$ cat src/verilog/sfpr_params.svh
// sfpr_params.svh: offsets, field positions, reset values and counts
// assumes inclusion by the controller package users only
`ifndef SFPR_PARAMS_SVH
`define SFPR_PARAMS_SVH

// ----------------------------------------------------------------
// device register map
// ----------------------------------------------------------------
`define SFPR_DEV_WORDCNT_OFS 32'h0000058C
`define SFPR_DEV_INTL_OFS    32'h00000590
`define SFPR_DEV_WHOLE_OFS   32'h00000594
`define SFPR_DEV_FRAC_OFS    32'h00000598
`define SFPR_DEV_WAIT_OFS    32'h0000059C

// ----------------------------------------------------------------
// controller register map
// ----------------------------------------------------------------
`define SFPR_CTRL_OFS   8'h00
`define SFPR_PIX_OFS    8'h04
`define SFPR_BW_OFS     8'h08
`define SFPR_UNIT_OFS   8'h0C
`define SFPR_STAT_OFS   8'h10
`define SFPR_LANE_OFS   8'h14
`define SFPR_RES_OFS    8'h18

// ----------------------------------------------------------------
// fields and codes
// ----------------------------------------------------------------
`define SFPR_CTRL_GO    0
`define SFPR_CTRL_INTL  1
`define SFPR_CTRL_LANE  2
`define SFPR_CTRL_FMT   4
`define SFPR_PIX_BPP    16
`define SFPR_BW_VIDEO   16
`define SFPR_LANES_1    2'h0
`define SFPR_LANES_2    2'h1
`define SFPR_LANES_4    2'h2
`define SFPR_FMT_FULL   2'h0
`define SFPR_FMT_HALF   2'h1
`define SFPR_FMT_LUMA   2'h2

// ----------------------------------------------------------------
// reset values and counts
// ----------------------------------------------------------------
`define SFPR_UNIT_RST    7'h40
`define SFPR_WAIT_SMALL  8'h40
`define SFPR_WHOLE_LIMIT 8'h04
`define SFPR_FRAC_SCALE  26'h00003E8
`define SFPR_WORD_ROUND  23'h00000F
`define SFPR_DIV_LAST    6'h1F
`define SFPR_LUMA_DIV    16'h0003

`endif

$ cat src/verilog/sfpr_pkg.sv
// sfpr_pkg.sv: bus carriers and controller states
// assumes nothing beyond a SystemVerilog compiler
package sfpr_pkg;

  // ----------------------------------------------------------------
  // bus carriers
  // ----------------------------------------------------------------
  typedef struct packed {
    logic        psel;
    logic        penable;
    logic        pwrite;
    logic [31:0] paddr;
    logic [31:0] pwdata;
  } sfpr_apb_req_t;

  typedef struct packed {
    logic        pready;
    logic        pslverr;
    logic [31:0] prdata;
  } sfpr_apb_rsp_t;

  // ----------------------------------------------------------------
  // sequencer states
  // ----------------------------------------------------------------
  typedef enum logic [2:0] {
    ST_IDLE,
    ST_DIV_WHOLE,
    ST_DIV_FRAC,
    ST_DIV_WAIT,
    ST_SETUP,
    ST_ACCESS
  } sfpr_state_t;

endpackage

$ cat src/verilog/sfpr_host.sv
// sfpr_host.sv: controller that derives and writes stream framing parameters
// assumes one clock shared with the device register port, apb on both sides
//
// Our own choice: the APB slave port.
`timescale 1ns/10ps
`default_nettype none
`include "sfpr_params.svh"

module sfpr_host
  import sfpr_pkg::*;
(
  // clock and reset
  input  wire logic          clk,
  input  wire logic          rst_n,
  // software register port
  input  wire sfpr_apb_req_t sw_req,
  output var  sfpr_apb_rsp_t sw_rsp,
  // device register port
  output var  sfpr_apb_req_t dev_req,
  input  wire sfpr_apb_rsp_t dev_rsp
);

  // ----------------------------------------------------------------
  // declarations
  // ----------------------------------------------------------------
  sfpr_state_t state;
  logic        ctrl_intl;
  logic [1:0]  ctrl_lanes;
  logic [1:0]  ctrl_fmt;
  logic [15:0] active_pixels_per_line;
  logic [5:0]  bpp;
  logic [15:0] link_bandwidth;
  logic [15:0] video_bandwidth;
  logic [6:0]  unit_size;
  logic        busy;
  logic        done;
  logic        div_err;
  logic        dev_err;
  logic [31:0] per_lane;
  logic [31:0] whole_q;
  logic [7:0]  whole;
  logic [15:0] rem;
  logic [9:0]  frac;
  logic [7:0]  wait_cyc;
  logic [31:0] div_q;
  logic [16:0] div_r;
  logic [15:0] div_d;
  logic [5:0]  div_cnt;
  logic [2:0]  wr_idx;
  logic        m_psel;
  logic        m_penable;
  logic [31:0] m_paddr;
  logic [31:0] m_pwdata;
  logic [31:0] sw_rdata;
  logic        sw_err;

  // ----------------------------------------------------------------
  // software port decode
  // ----------------------------------------------------------------
  wire [7:0]  sw_ofs     = sw_req.paddr[7:0];
  wire        hit_ctrl   = sw_ofs == `SFPR_CTRL_OFS;
  wire        hit_pix    = sw_ofs == `SFPR_PIX_OFS;
  wire        hit_bw     = sw_ofs == `SFPR_BW_OFS;
  wire        hit_unit   = sw_ofs == `SFPR_UNIT_OFS;
  wire        hit_stat   = sw_ofs == `SFPR_STAT_OFS;
  wire        hit_lane   = sw_ofs == `SFPR_LANE_OFS;
  wire        hit_res    = sw_ofs == `SFPR_RES_OFS;
  wire        sw_hit     = hit_ctrl | hit_pix | hit_bw | hit_unit | hit_stat | hit_lane
                           | hit_res;
  wire        sw_setup   = sw_req.psel & ~sw_req.penable;
  wire        sw_wr      = sw_req.psel & sw_req.penable & sw_req.pwrite & ~busy;
  wire        go         = sw_wr & hit_ctrl & sw_req.pwdata[`SFPR_CTRL_GO];
  wire [31:0] sw_rd_mux  =
      hit_ctrl ? {26'h0, ctrl_fmt, ctrl_lanes, ctrl_intl, busy} :
      hit_pix  ? {10'h0, bpp, active_pixels_per_line} :
      hit_bw   ? {video_bandwidth, link_bandwidth} :
      hit_unit ? {25'h0, unit_size} :
      hit_stat ? {28'h0, dev_err, div_err, done, busy} :
      hit_lane ? per_lane :
      hit_res  ? {6'h0, wait_cyc, frac, whole} : 32'h0;

  assign sw_rsp = '{pready: 1'b1, pslverr: sw_err, prdata: sw_rdata};

  // ----------------------------------------------------------------
  // word count per lane
  // ----------------------------------------------------------------
  wire [21:0] pix_bits   = active_pixels_per_line * bpp;
  wire [22:0] pix_round  = {1'b0, pix_bits} + `SFPR_WORD_ROUND;
  wire [18:0] words      = pix_round[22:4];
  wire [31:0] words_ext  = {13'h0, words};
  wire [31:0] lane_cnt   =
      (ctrl_lanes == `SFPR_LANES_1) ? words_ext - 32'h1 :
      (ctrl_lanes == `SFPR_LANES_2) ? words_ext + {31'h0, words[0]} - 32'h2 :
      words_ext + {30'h0, words[1:0]} - 32'h4;

  // ----------------------------------------------------------------
  // shared serial divider
  // ----------------------------------------------------------------
  wire [16:0] div_shift  = {div_r[15:0], div_q[31]};
  wire        div_fit    = div_shift >= {1'b0, div_d};
  wire [16:0] next_div_r = div_fit ? div_shift - {1'b0, div_d} : div_shift;
  wire [31:0] next_div_q = {div_q[30:0], div_fit};
  wire        div_last   = div_cnt == `SFPR_DIV_LAST;
  wire [22:0] bw_unit    = link_bandwidth * unit_size;
  wire [25:0] rem_scaled = {10'h0, rem} * `SFPR_FRAC_SCALE;
  wire [25:0] frac_load  = {10'h0, next_div_r[15:0]} * `SFPR_FRAC_SCALE;
  wire [7:0]  wait_diff  = {1'b0, unit_size} - whole;
  wire        wait_small = whole <= `SFPR_WHOLE_LIMIT;
  wire [7:0]  wait_fmt   =
      wait_small                   ? `SFPR_WAIT_SMALL :
      (ctrl_fmt == `SFPR_FMT_HALF) ? {1'b0, wait_diff[7:1]} :
      wait_diff;

  // ----------------------------------------------------------------
  // device write selection
  // ----------------------------------------------------------------
  wire [2:0]  nxt_idx    = (state == ST_ACCESS) ? wr_idx + 3'h1 : 3'h0;
  wire [31:0] nxt_addr   =
      (nxt_idx == 3'h0) ? `SFPR_DEV_WORDCNT_OFS :
      (nxt_idx == 3'h1) ? `SFPR_DEV_INTL_OFS :
      (nxt_idx == 3'h2) ? `SFPR_DEV_WHOLE_OFS :
      (nxt_idx == 3'h3) ? `SFPR_DEV_FRAC_OFS : `SFPR_DEV_WAIT_OFS;
  wire [31:0] nxt_data   =
      (nxt_idx == 3'h0) ? per_lane :
      (nxt_idx == 3'h1) ? {31'h0, ctrl_intl} :
      (nxt_idx == 3'h2) ? {24'h0, whole} :
      (nxt_idx == 3'h3) ? {22'h0, frac} : {24'h0, wait_cyc};
  wire        wr_last    = wr_idx == 3'h4;

  assign dev_req = '{psel: m_psel, penable: m_penable, pwrite: 1'b1,
                     paddr: m_paddr, pwdata: m_pwdata};

  // ----------------------------------------------------------------
  // software registers
  // ----------------------------------------------------------------
  always_ff @(posedge clk or negedge rst_n) begin
    if (!rst_n) begin
      ctrl_intl  <= 1'b0;
      ctrl_lanes <= 2'h0;
      ctrl_fmt   <= 2'h0;
      active_pixels_per_line       <= 16'h0;
      bpp        <= 6'h0;
      link_bandwidth    <= 16'h0;
      video_bandwidth   <= 16'h0;
      unit_size  <= `SFPR_UNIT_RST;
      sw_rdata   <= 32'h0;
      sw_err     <= 1'b0;
    end else begin
      if (sw_setup) begin
        sw_rdata <= sw_rd_mux;
        sw_err   <= ~sw_hit;
      end
      if (sw_wr && hit_ctrl) begin
        ctrl_intl  <= sw_req.pwdata[`SFPR_CTRL_INTL];
        ctrl_lanes <= sw_req.pwdata[`SFPR_CTRL_LANE +: 2];
        ctrl_fmt   <= sw_req.pwdata[`SFPR_CTRL_FMT +: 2];
      end
      if (sw_wr && hit_pix) begin
        active_pixels_per_line <= sw_req.pwdata[15:0];
        bpp  <= sw_req.pwdata[`SFPR_PIX_BPP +: 6];
      end
      if (sw_wr && hit_bw) begin
        link_bandwidth  <= sw_req.pwdata[15:0];
        video_bandwidth <= sw_req.pwdata[`SFPR_BW_VIDEO +: 16];
      end
      if (sw_wr && hit_unit) begin
        unit_size <= {sw_req.pwdata[6:1], 1'b0};
      end
    end
  end

  // ----------------------------------------------------------------
  // sequencer: compute, then write the device
  // ----------------------------------------------------------------
  always_ff @(posedge clk or negedge rst_n) begin
    if (!rst_n) begin
      state     <= ST_IDLE;
      busy      <= 1'b0;
      done      <= 1'b0;
      div_err   <= 1'b0;
      dev_err   <= 1'b0;
      per_lane  <= 32'h0;
      whole_q   <= 32'h0;
      whole     <= 8'h0;
      rem       <= 16'h0;
      frac      <= 10'h0;
      wait_cyc  <= 8'h0;
      div_q     <= 32'h0;
      div_r     <= 17'h0;
      div_d     <= 16'h0;
      div_cnt   <= 6'h0;
      wr_idx    <= 3'h0;
      m_psel    <= 1'b0;
      m_penable <= 1'b0;
      m_paddr   <= 32'h0;
      m_pwdata  <= 32'h0;
    end else begin
      if (state != ST_IDLE) begin
        div_q   <= next_div_q;
        div_r   <= next_div_r;
        div_cnt <= div_cnt + 6'h1;
      end
      unique case (state)
        ST_IDLE: begin
          if (go) begin
            done     <= 1'b0;
            dev_err  <= 1'b0;
            div_err  <= video_bandwidth == 16'h0;
            busy     <= video_bandwidth != 16'h0;
            div_q    <= {9'h0, bw_unit};
            div_r    <= 17'h0;
            div_d    <= video_bandwidth;
            div_cnt  <= 6'h0;
            state    <= (video_bandwidth == 16'h0) ? ST_IDLE : ST_DIV_WHOLE;
          end
        end
        ST_DIV_WHOLE: begin
          if (div_last) begin
            whole_q <= next_div_q;
            whole   <= next_div_q[7:0];
            rem     <= next_div_r[15:0];
            per_lane <= lane_cnt;
            div_q   <= {6'h0, frac_load};
            div_r   <= 17'h0;
            div_cnt <= 6'h0;
            state   <= ST_DIV_FRAC;
          end
        end
        ST_DIV_FRAC: begin
          if (div_last) begin
            frac <= next_div_q[9:0];
            if (!wait_small && ctrl_fmt == `SFPR_FMT_LUMA) begin
              div_q   <= {24'h0, wait_diff};
              div_r   <= 17'h0;
              div_d   <= `SFPR_LUMA_DIV;
              div_cnt <= 6'h0;
              state   <= ST_DIV_WAIT;
            end else begin
              wait_cyc <= wait_fmt;
              state    <= ST_SETUP;
              m_psel   <= 1'b1;
              m_paddr  <= nxt_addr;
              m_pwdata <= nxt_data;
            end
          end
        end
        ST_DIV_WAIT: begin
          if (div_last) begin
            wait_cyc <= next_div_q[7:0];
            state    <= ST_SETUP;
            m_psel   <= 1'b1;
            m_paddr  <= nxt_addr;
            m_pwdata <= nxt_data;
          end
        end
        ST_SETUP: begin
          m_penable <= 1'b1;
          state     <= ST_ACCESS;
        end
        ST_ACCESS: begin
          if (dev_rsp.pready) begin
            m_penable <= 1'b0;
            dev_err   <= dev_err | dev_rsp.pslverr;
            if (wr_last) begin
              m_psel <= 1'b0;
              busy   <= 1'b0;
              done   <= 1'b1;
              wr_idx <= 3'h0;
              state  <= ST_IDLE;
            end else begin
              wr_idx   <= nxt_idx;
              m_paddr  <= nxt_addr;
              m_pwdata <= nxt_data;
              state    <= ST_SETUP;
            end
          end
        end
      endcase
    end
  end

  wire dev_wr    = m_psel & m_penable;
  wire lane_load = (state == ST_DIV_WHOLE) & div_last;
endmodule

`default_nettype wire

$ cat config.mk
export PLATFORM = sky130hd
export DESIGN_NAME = sfpr_host
export DESIGN_NICKNAME = d
export VERILOG_FILES = /design/src/verilog/sfpr_pkg.sv /design/src/verilog/sfpr_host.sv
export VERILOG_INCLUDE_DIRS = /design/src /design/src/verilog
export SDC_FILE = /design/constraint.sdc
export NUM_CORES = 1
export LEC_CHECK = 0
export ABC_AREA = 1
export BUFFER_PORTS_ARGS = -buffer_cell sky130_fd_sc_hd__clkbuf_2
export CAP_MARGIN = 20
export CORE_MARGIN = 8
export CORE_UTILIZATION = 60
export CTS_BUF_LIST = sky130_fd_sc_hd__clkbuf_2 sky130_fd_sc_hd__clkbuf_4 sky130_fd_sc_hd__clkbuf_8
export DETAILED_ROUTE_END_ITERATION = 6
export PLACE_DENSITY = 0.8
export SYNTH_ARGS = -nofsm -noshare
export SYNTH_HDL_FRONTEND = slang
export SYNTH_SLANG_ARGS = --single-unit
$ cat constraint.sdc
create_clock -name clk -period 10.25 [get_ports clk]
set_input_delay 3.075 -clock clk [delete_from_list [all_inputs] [get_ports clk]]
set_output_delay 3.075 -clock clk [all_outputs]
set_load 0.005 [all_outputs]
Word level (Yosys, flattened, before mapping):

Index checks and enable logic that the tools add are counted.
Widths: inputs -> output; s select.

* reduce and logical (&&, ||, !) cells: 30
* $add $sub $neg: 10
* $mul: 3
* bitwise operators: 16
* muxes and demuxes: 85
* equal/unequal tests: 28
* order comparisons: 2

Operator list (number)
* $mux 32: 24
* $pmux 32 s3: 3
* $mux 17: 6
* $pmux 17 s3: 1
* $mux 16: 3
* $mul 16x6->22: 2
* $mux 8: 5
* $pmux 16 s2: 1
* $mux 10: 3
* $mux 3: 10
* $mux 6: 5
* $mux 26: 1
* $eq 8x5->1 const B: 3
* $add 22x4->23 const B: 1
* $mul 16x7->23 const B: 1
* $sub 20x2->21 const B: 1
* $sub 20x3->21 const B: 1
* $add 19x1->20: 1
* $add 19x2->20: 1
* $sub 19x1->20 const B: 1
* $ne 2x2->1 const B: 9
* $pmux 3 s6: 1
* $pmux 6 s3: 1
* $ge 17x16->1: 1
* other kinds (36): 88

* word-level logic and storage cells: 202
* register bits: 303
* input port bits: 103
* output and inout port bits: 101

Depth between registers and ports, before layout:

* depth in word-level cells: 10
* depth in mapped cells: 37
* gate-level depth less buffers: 35

Worst setup path before layout:

No wires, ideal clock.

* path type: flip-flop to flip-flop
* from: register div_r[2]
* to: register div_q[17]
* stages on the path, launching flop included: 27
* data required time: 10121 ps
* path slack: 4528 ps
* setup time: 129 ps
* data arrival time: 5593 ps
* buffers on the path: 1
* path through: dfrtp_1 ha_1 nand2_1 inv_1 a21oi_1 nand2_1 nand3_1 nand2_1 nand2_2 nand2_4 buf_4 o21ai_0 fa_1 inv_1 fa_1 fa_1 fa_1 inv_1 ha_1 nand2_1 o21ai_0 nor2_1 o21ai_0 a21oi_1 or2_2 nand2_1 nand3_1

* word-level cells in the longest chain between the ends: 5
* elaborated cells on any way between the ends: 6

RTL lines
* start, declared: RTL line sfpr_host.sv:46 `logic [16:0] div_r;`
* start signal, assigned: RTL line sfpr_host.sv:200 `div_r <= next_div_r;`
* $sub 17x16->17 or $ge 17x16->1 (tied branches): RTL line sfpr_host.sv:101, sfpr_host.sv:100
* $mux 17 *: RTL line sfpr_host.sv:101 `wire [16:0] next_div_r = div_fit ? div_shift - {1'b0, div_d} : div_shift;`
* $mul 16x7->23 (no source line) *
* $mux 32 *: RTL line sfpr_host.sv:218 `if (div_last) begin`
* $pmux 32 s3 *: RTL line sfpr_host.sv:203 `unique case (state)`
* end signal, assigned: RTL line sfpr_host.sv:199 `div_q <= next_div_q;`
* end signal, assigned: RTL line sfpr_host.sv:210 `div_q <= {9'h0, bw_unit};`
* end signal, assigned: RTL line sfpr_host.sv:223 `div_q <= {6'h0, frac_load};`
* end, declared: RTL line sfpr_host.sv:45 `logic [31:0] div_q;`

Every way passes the cells marked *; elsewhere a longest branch is shown, timed or not.
A chain may end at the register's enable or synchronous reset.

Final worst setup path:

* from: register div_r[5]
* to: register div_q[17]

Same word-level chain as after synthesis.

==> flow_metrics.tcl <==
set metrics [dict create \
    overflow 0 \
    use_met3_pct 5.37 \
    grt-busiest-layer "met2" \
    grt.met2_usage_pct 49.7 \
    post-cts-setup-buffers 0 \
    clock-root-buffer "clkbuf_8" \
    hp-class "flop to flop" \
    drc 0 \
    h-tree-depth 2 \
    rows 75 \
    ys_seq_area_share_pct 25.0 \
    fin_worst_skew_ps 40.0 \
    die_area_mm2 0.0489 \
    wl_per_cell_um 17.6 \
    r2r-start "div_r[5]" \
    cts_buffers 46 \
    tightest_slew_ps 973 \
    netlist.area_leader.share_pct 24.9 \
    startpoint_type "flop" \
    core_mm2 0.0418 \
    startpoint "div_r[5]" \
    reg2regPathDepth 25 \
    synthCells 3517 \
    grt_pass1_vias 23300 \
    hold_end "m_pwdata[2]" \
    ys_async_sr_fraction_pct 100 \
    hpwl_mm 57.3 \
    grt_usage_pct 29.8 \
    r2r_end "div_q[17]" \
    yosysWarnings 0 \
    hp-start "m_pwdata[2]" \
    synth_edf_count 0 \
    clk_latency_ps 640 \
    cap_violations 0 \
    avgViaCountPerCell 5.64 \
    min_period_ps 7050 \
    fp.dieW_um 221 \
    start_util_pct 60.4 \
    grt_pass1_wl_mm 119 \
    drive_gt1_share_pct 8.18 \
    fmax_ghz 0.142 \
    report.final.slew_viol_count 0 \
    hold_violations 0 \
    ys.flop_type "dfrtp_1" \
    clock_sinks 252 \
    slew_headroom_pct 34.4 \
    vias 23300 \
    io_buffers 119 \
    met1_usage_pct 36.8 \
    syn_to_final_growth_pct 6.87 \
    ant_nets 0 \
    post_cts_resized 0 \
    hold_buffers 0 \
    finalSetupViolCount 0 \
    drtIter0Drc 2224 \
    synth_area_per_cell_um2 7.17 \
    ys_ff_latch 252 \
    final_nets 4019 \
    path_max_fanout 34 \
    antenna_found_initial 1 \
    path_clk_slew_ps 60 \
    cp-end-kind "flop" \
    num_io_pins 204 \
    drt-total-wl_mm 72.7 \
    reg2reg_slack_ps 3200 \
    cts_tree "done" \
    synth_area_mm2 0.0252 \
    required_ps 10730 \
    yosysTopAreaCell "dfrtp_1" \
    worstPathArrival_ps 7540 \
    grt_start_max_net_pins 116 \
    criticalPathCategory "flop to flop" \
    outcome "finished, final reports clean" \
    die_y_um 221 \
    hold_depth 2 \
    fin_crit_sh_pct 68.8 \
    clockBufferDepth 3 \
    first_pass_iters 6 \
    fin_setup_tns_ps 0 \
    rsz0062_at_grt "no" \
    globalplace.congestion 0.980 \
    ys_types 66 \
    ys_top_cells_by_area "dfrtp_1 25%, nand2_1 15%, fa_1 13%" \
]
==> flip-flops by register name, summed over array words and instances, names as in the netlist, 4 cells and up <==
name / count
div_q: 32
sw_rdata: 32
m_pwdata: 21
per_lane: 21
active_pixels_per_line: 16
div_d: 16
div_r: 16
link_bandwidth: 16
video_bandwidth: 16
frac: 10
wait_cyc: 8
whole: 8
bpp: 6
div_cnt: 6
unit_size: 6
m_paddr: 4
==> placed cells by master (no fill, tap or decap), types with 6 or more instances in the layout <==
cell type	n
o221ai_1	9
nor3_1	22
nor2_2	9
a22oi_1	14
a21oi_1	166
xnor2_1	14
clkbuf_2	118
o211ai_1	43
dfrtp_1	251
conb_1	28
o22ai_1	7
clkinv_2	6
ha_1	192
nand2_1	983
buf_4	17
o21ai_0	277
a31oi_1	13
clkbuf_8	54
nand3b_1	15
o21ai_1	13
nand3_1	196
inv_1	589
inv_2	9
o21bai_1	18
xor2_1	28
fa_1	166
nor2_1	179
a21boi_0	6
clkbuf_4	19
nand4_1	36
or2_2	17
==> routing by layer <==
| layer | wire, um | vias to the layer above | share of wire, % |
|---|---|---|---|
| li1 | - | 11200 | - |
| met1 | 29400 | 11000 | 40 |
| met2 | 33700 | 870 | 46 |
| met3 | 5450 | 217 | 7.5 |
| met4 | 4130 | 0 | 5.7 |
| met5 | 0 | - | 0 |
==> how the worst max path moves through the flow <==
| stage | to | slack [ps] |
|---|---|---|
| after floorplan | div_q[17] | 4530 |
| after global placement | div_q[17] | 3440 |
| after detailed placement | div_q[17] | 3350 |
| after CTS | div_q[17] | 3290 |
| after global routing | div_q[14] | 2620 |
| final | div_q[17] | 3200 |
==> Yosys cell counts (all sizes together), types with 4 or more instances <==
master	number
nor2	194
nor3	27
dfrtp	251
o21ai	294
o2111ai	4
mux2	5
a21oi	169
a21o	4
inv	599
buf	87
xor2	28
nor4	4
nand3	197
nand3b	15
ha	192
a21boi	6
clkbuf	84
or2	17
nand4	36
a221oi	4
o22ai	7
o21a	5
nand2	989
xnor2	14
o21bai	18
o221ai	9
fa	166
a31oi	13
o211ai	44
a22oi	14
==> stage by stage <==
| stage | utilization (%) | hold WS (ps) | instances | instance area (um2) | setup WS (ps) |
|---|---|---|---|---|---|
| after detailed placement | 62.0 | 468 | 4047 | 25900 | 3350 |
| after global routing | 64.6 | 503 | 4136 | 27000 | 2620 |
| after global placement | 62.0 | 464 | 4047 | 25900 | 3440 |
| after floorplan | - | 443 | 3543 | 25300 | 4530 |
| after CTS | 64.5 | 484 | 4133 | 26900 | 3290 |
| final | 64.6 | 486 | 4136 | 27000 | 3200 |
==> worst max-delay path: stages (launching register included) <==
cell	delay (ps)
dfrtp_1	430
ha_1	370
nand2_1	100
inv_1	70
nand2_1	60
nor2_1	50
nand2_1	50
nand2_1	50
a21oi_2	490
nand2_4	370
o21ai_0	880
fa_1	570
inv_1	100
fa_1	420
fa_1	500
fa_1	520
inv_1	50
ha_1	370
nand2_1	120
o21ai_0	260
nor2_1	120
o21ai_0	330
a21oi_1	160
or2_2	300
nand2_1	80
nand3_1	60
==> cells by family (layout without fill, tap and decap cells) <==
group | after synthesis | after routing | share of synthesized area [%]
flops | 252 | 252 | 25.0
buf+inv | 772 | 825 | 12.4
fa+ha+maj | 358 | 358 | 22.7
xor+xnor | 42 | 42 | 1.46
mux | 7 | 7 | 0.302
other cells | 2 | 29 | 0.0298
compound gates | 604 | 604 | 13.6
simple gates | 1480 | 1480 | 24.5
==> cell type report <==
class	instances	area (um2)
inverters	601	2260
multi-input cells	2519	15900
flip-flops and latches	252	6310
well taps	539	674
repair buffers	138	768
clock buffers	73	886
diodes	1	2.50
clock inverters	13	166
fillers	3755	14800
Power is left out: the tool's default activity adds up to more than one toggle a clock period on the data nets, which glitch-free logic cannot reach.
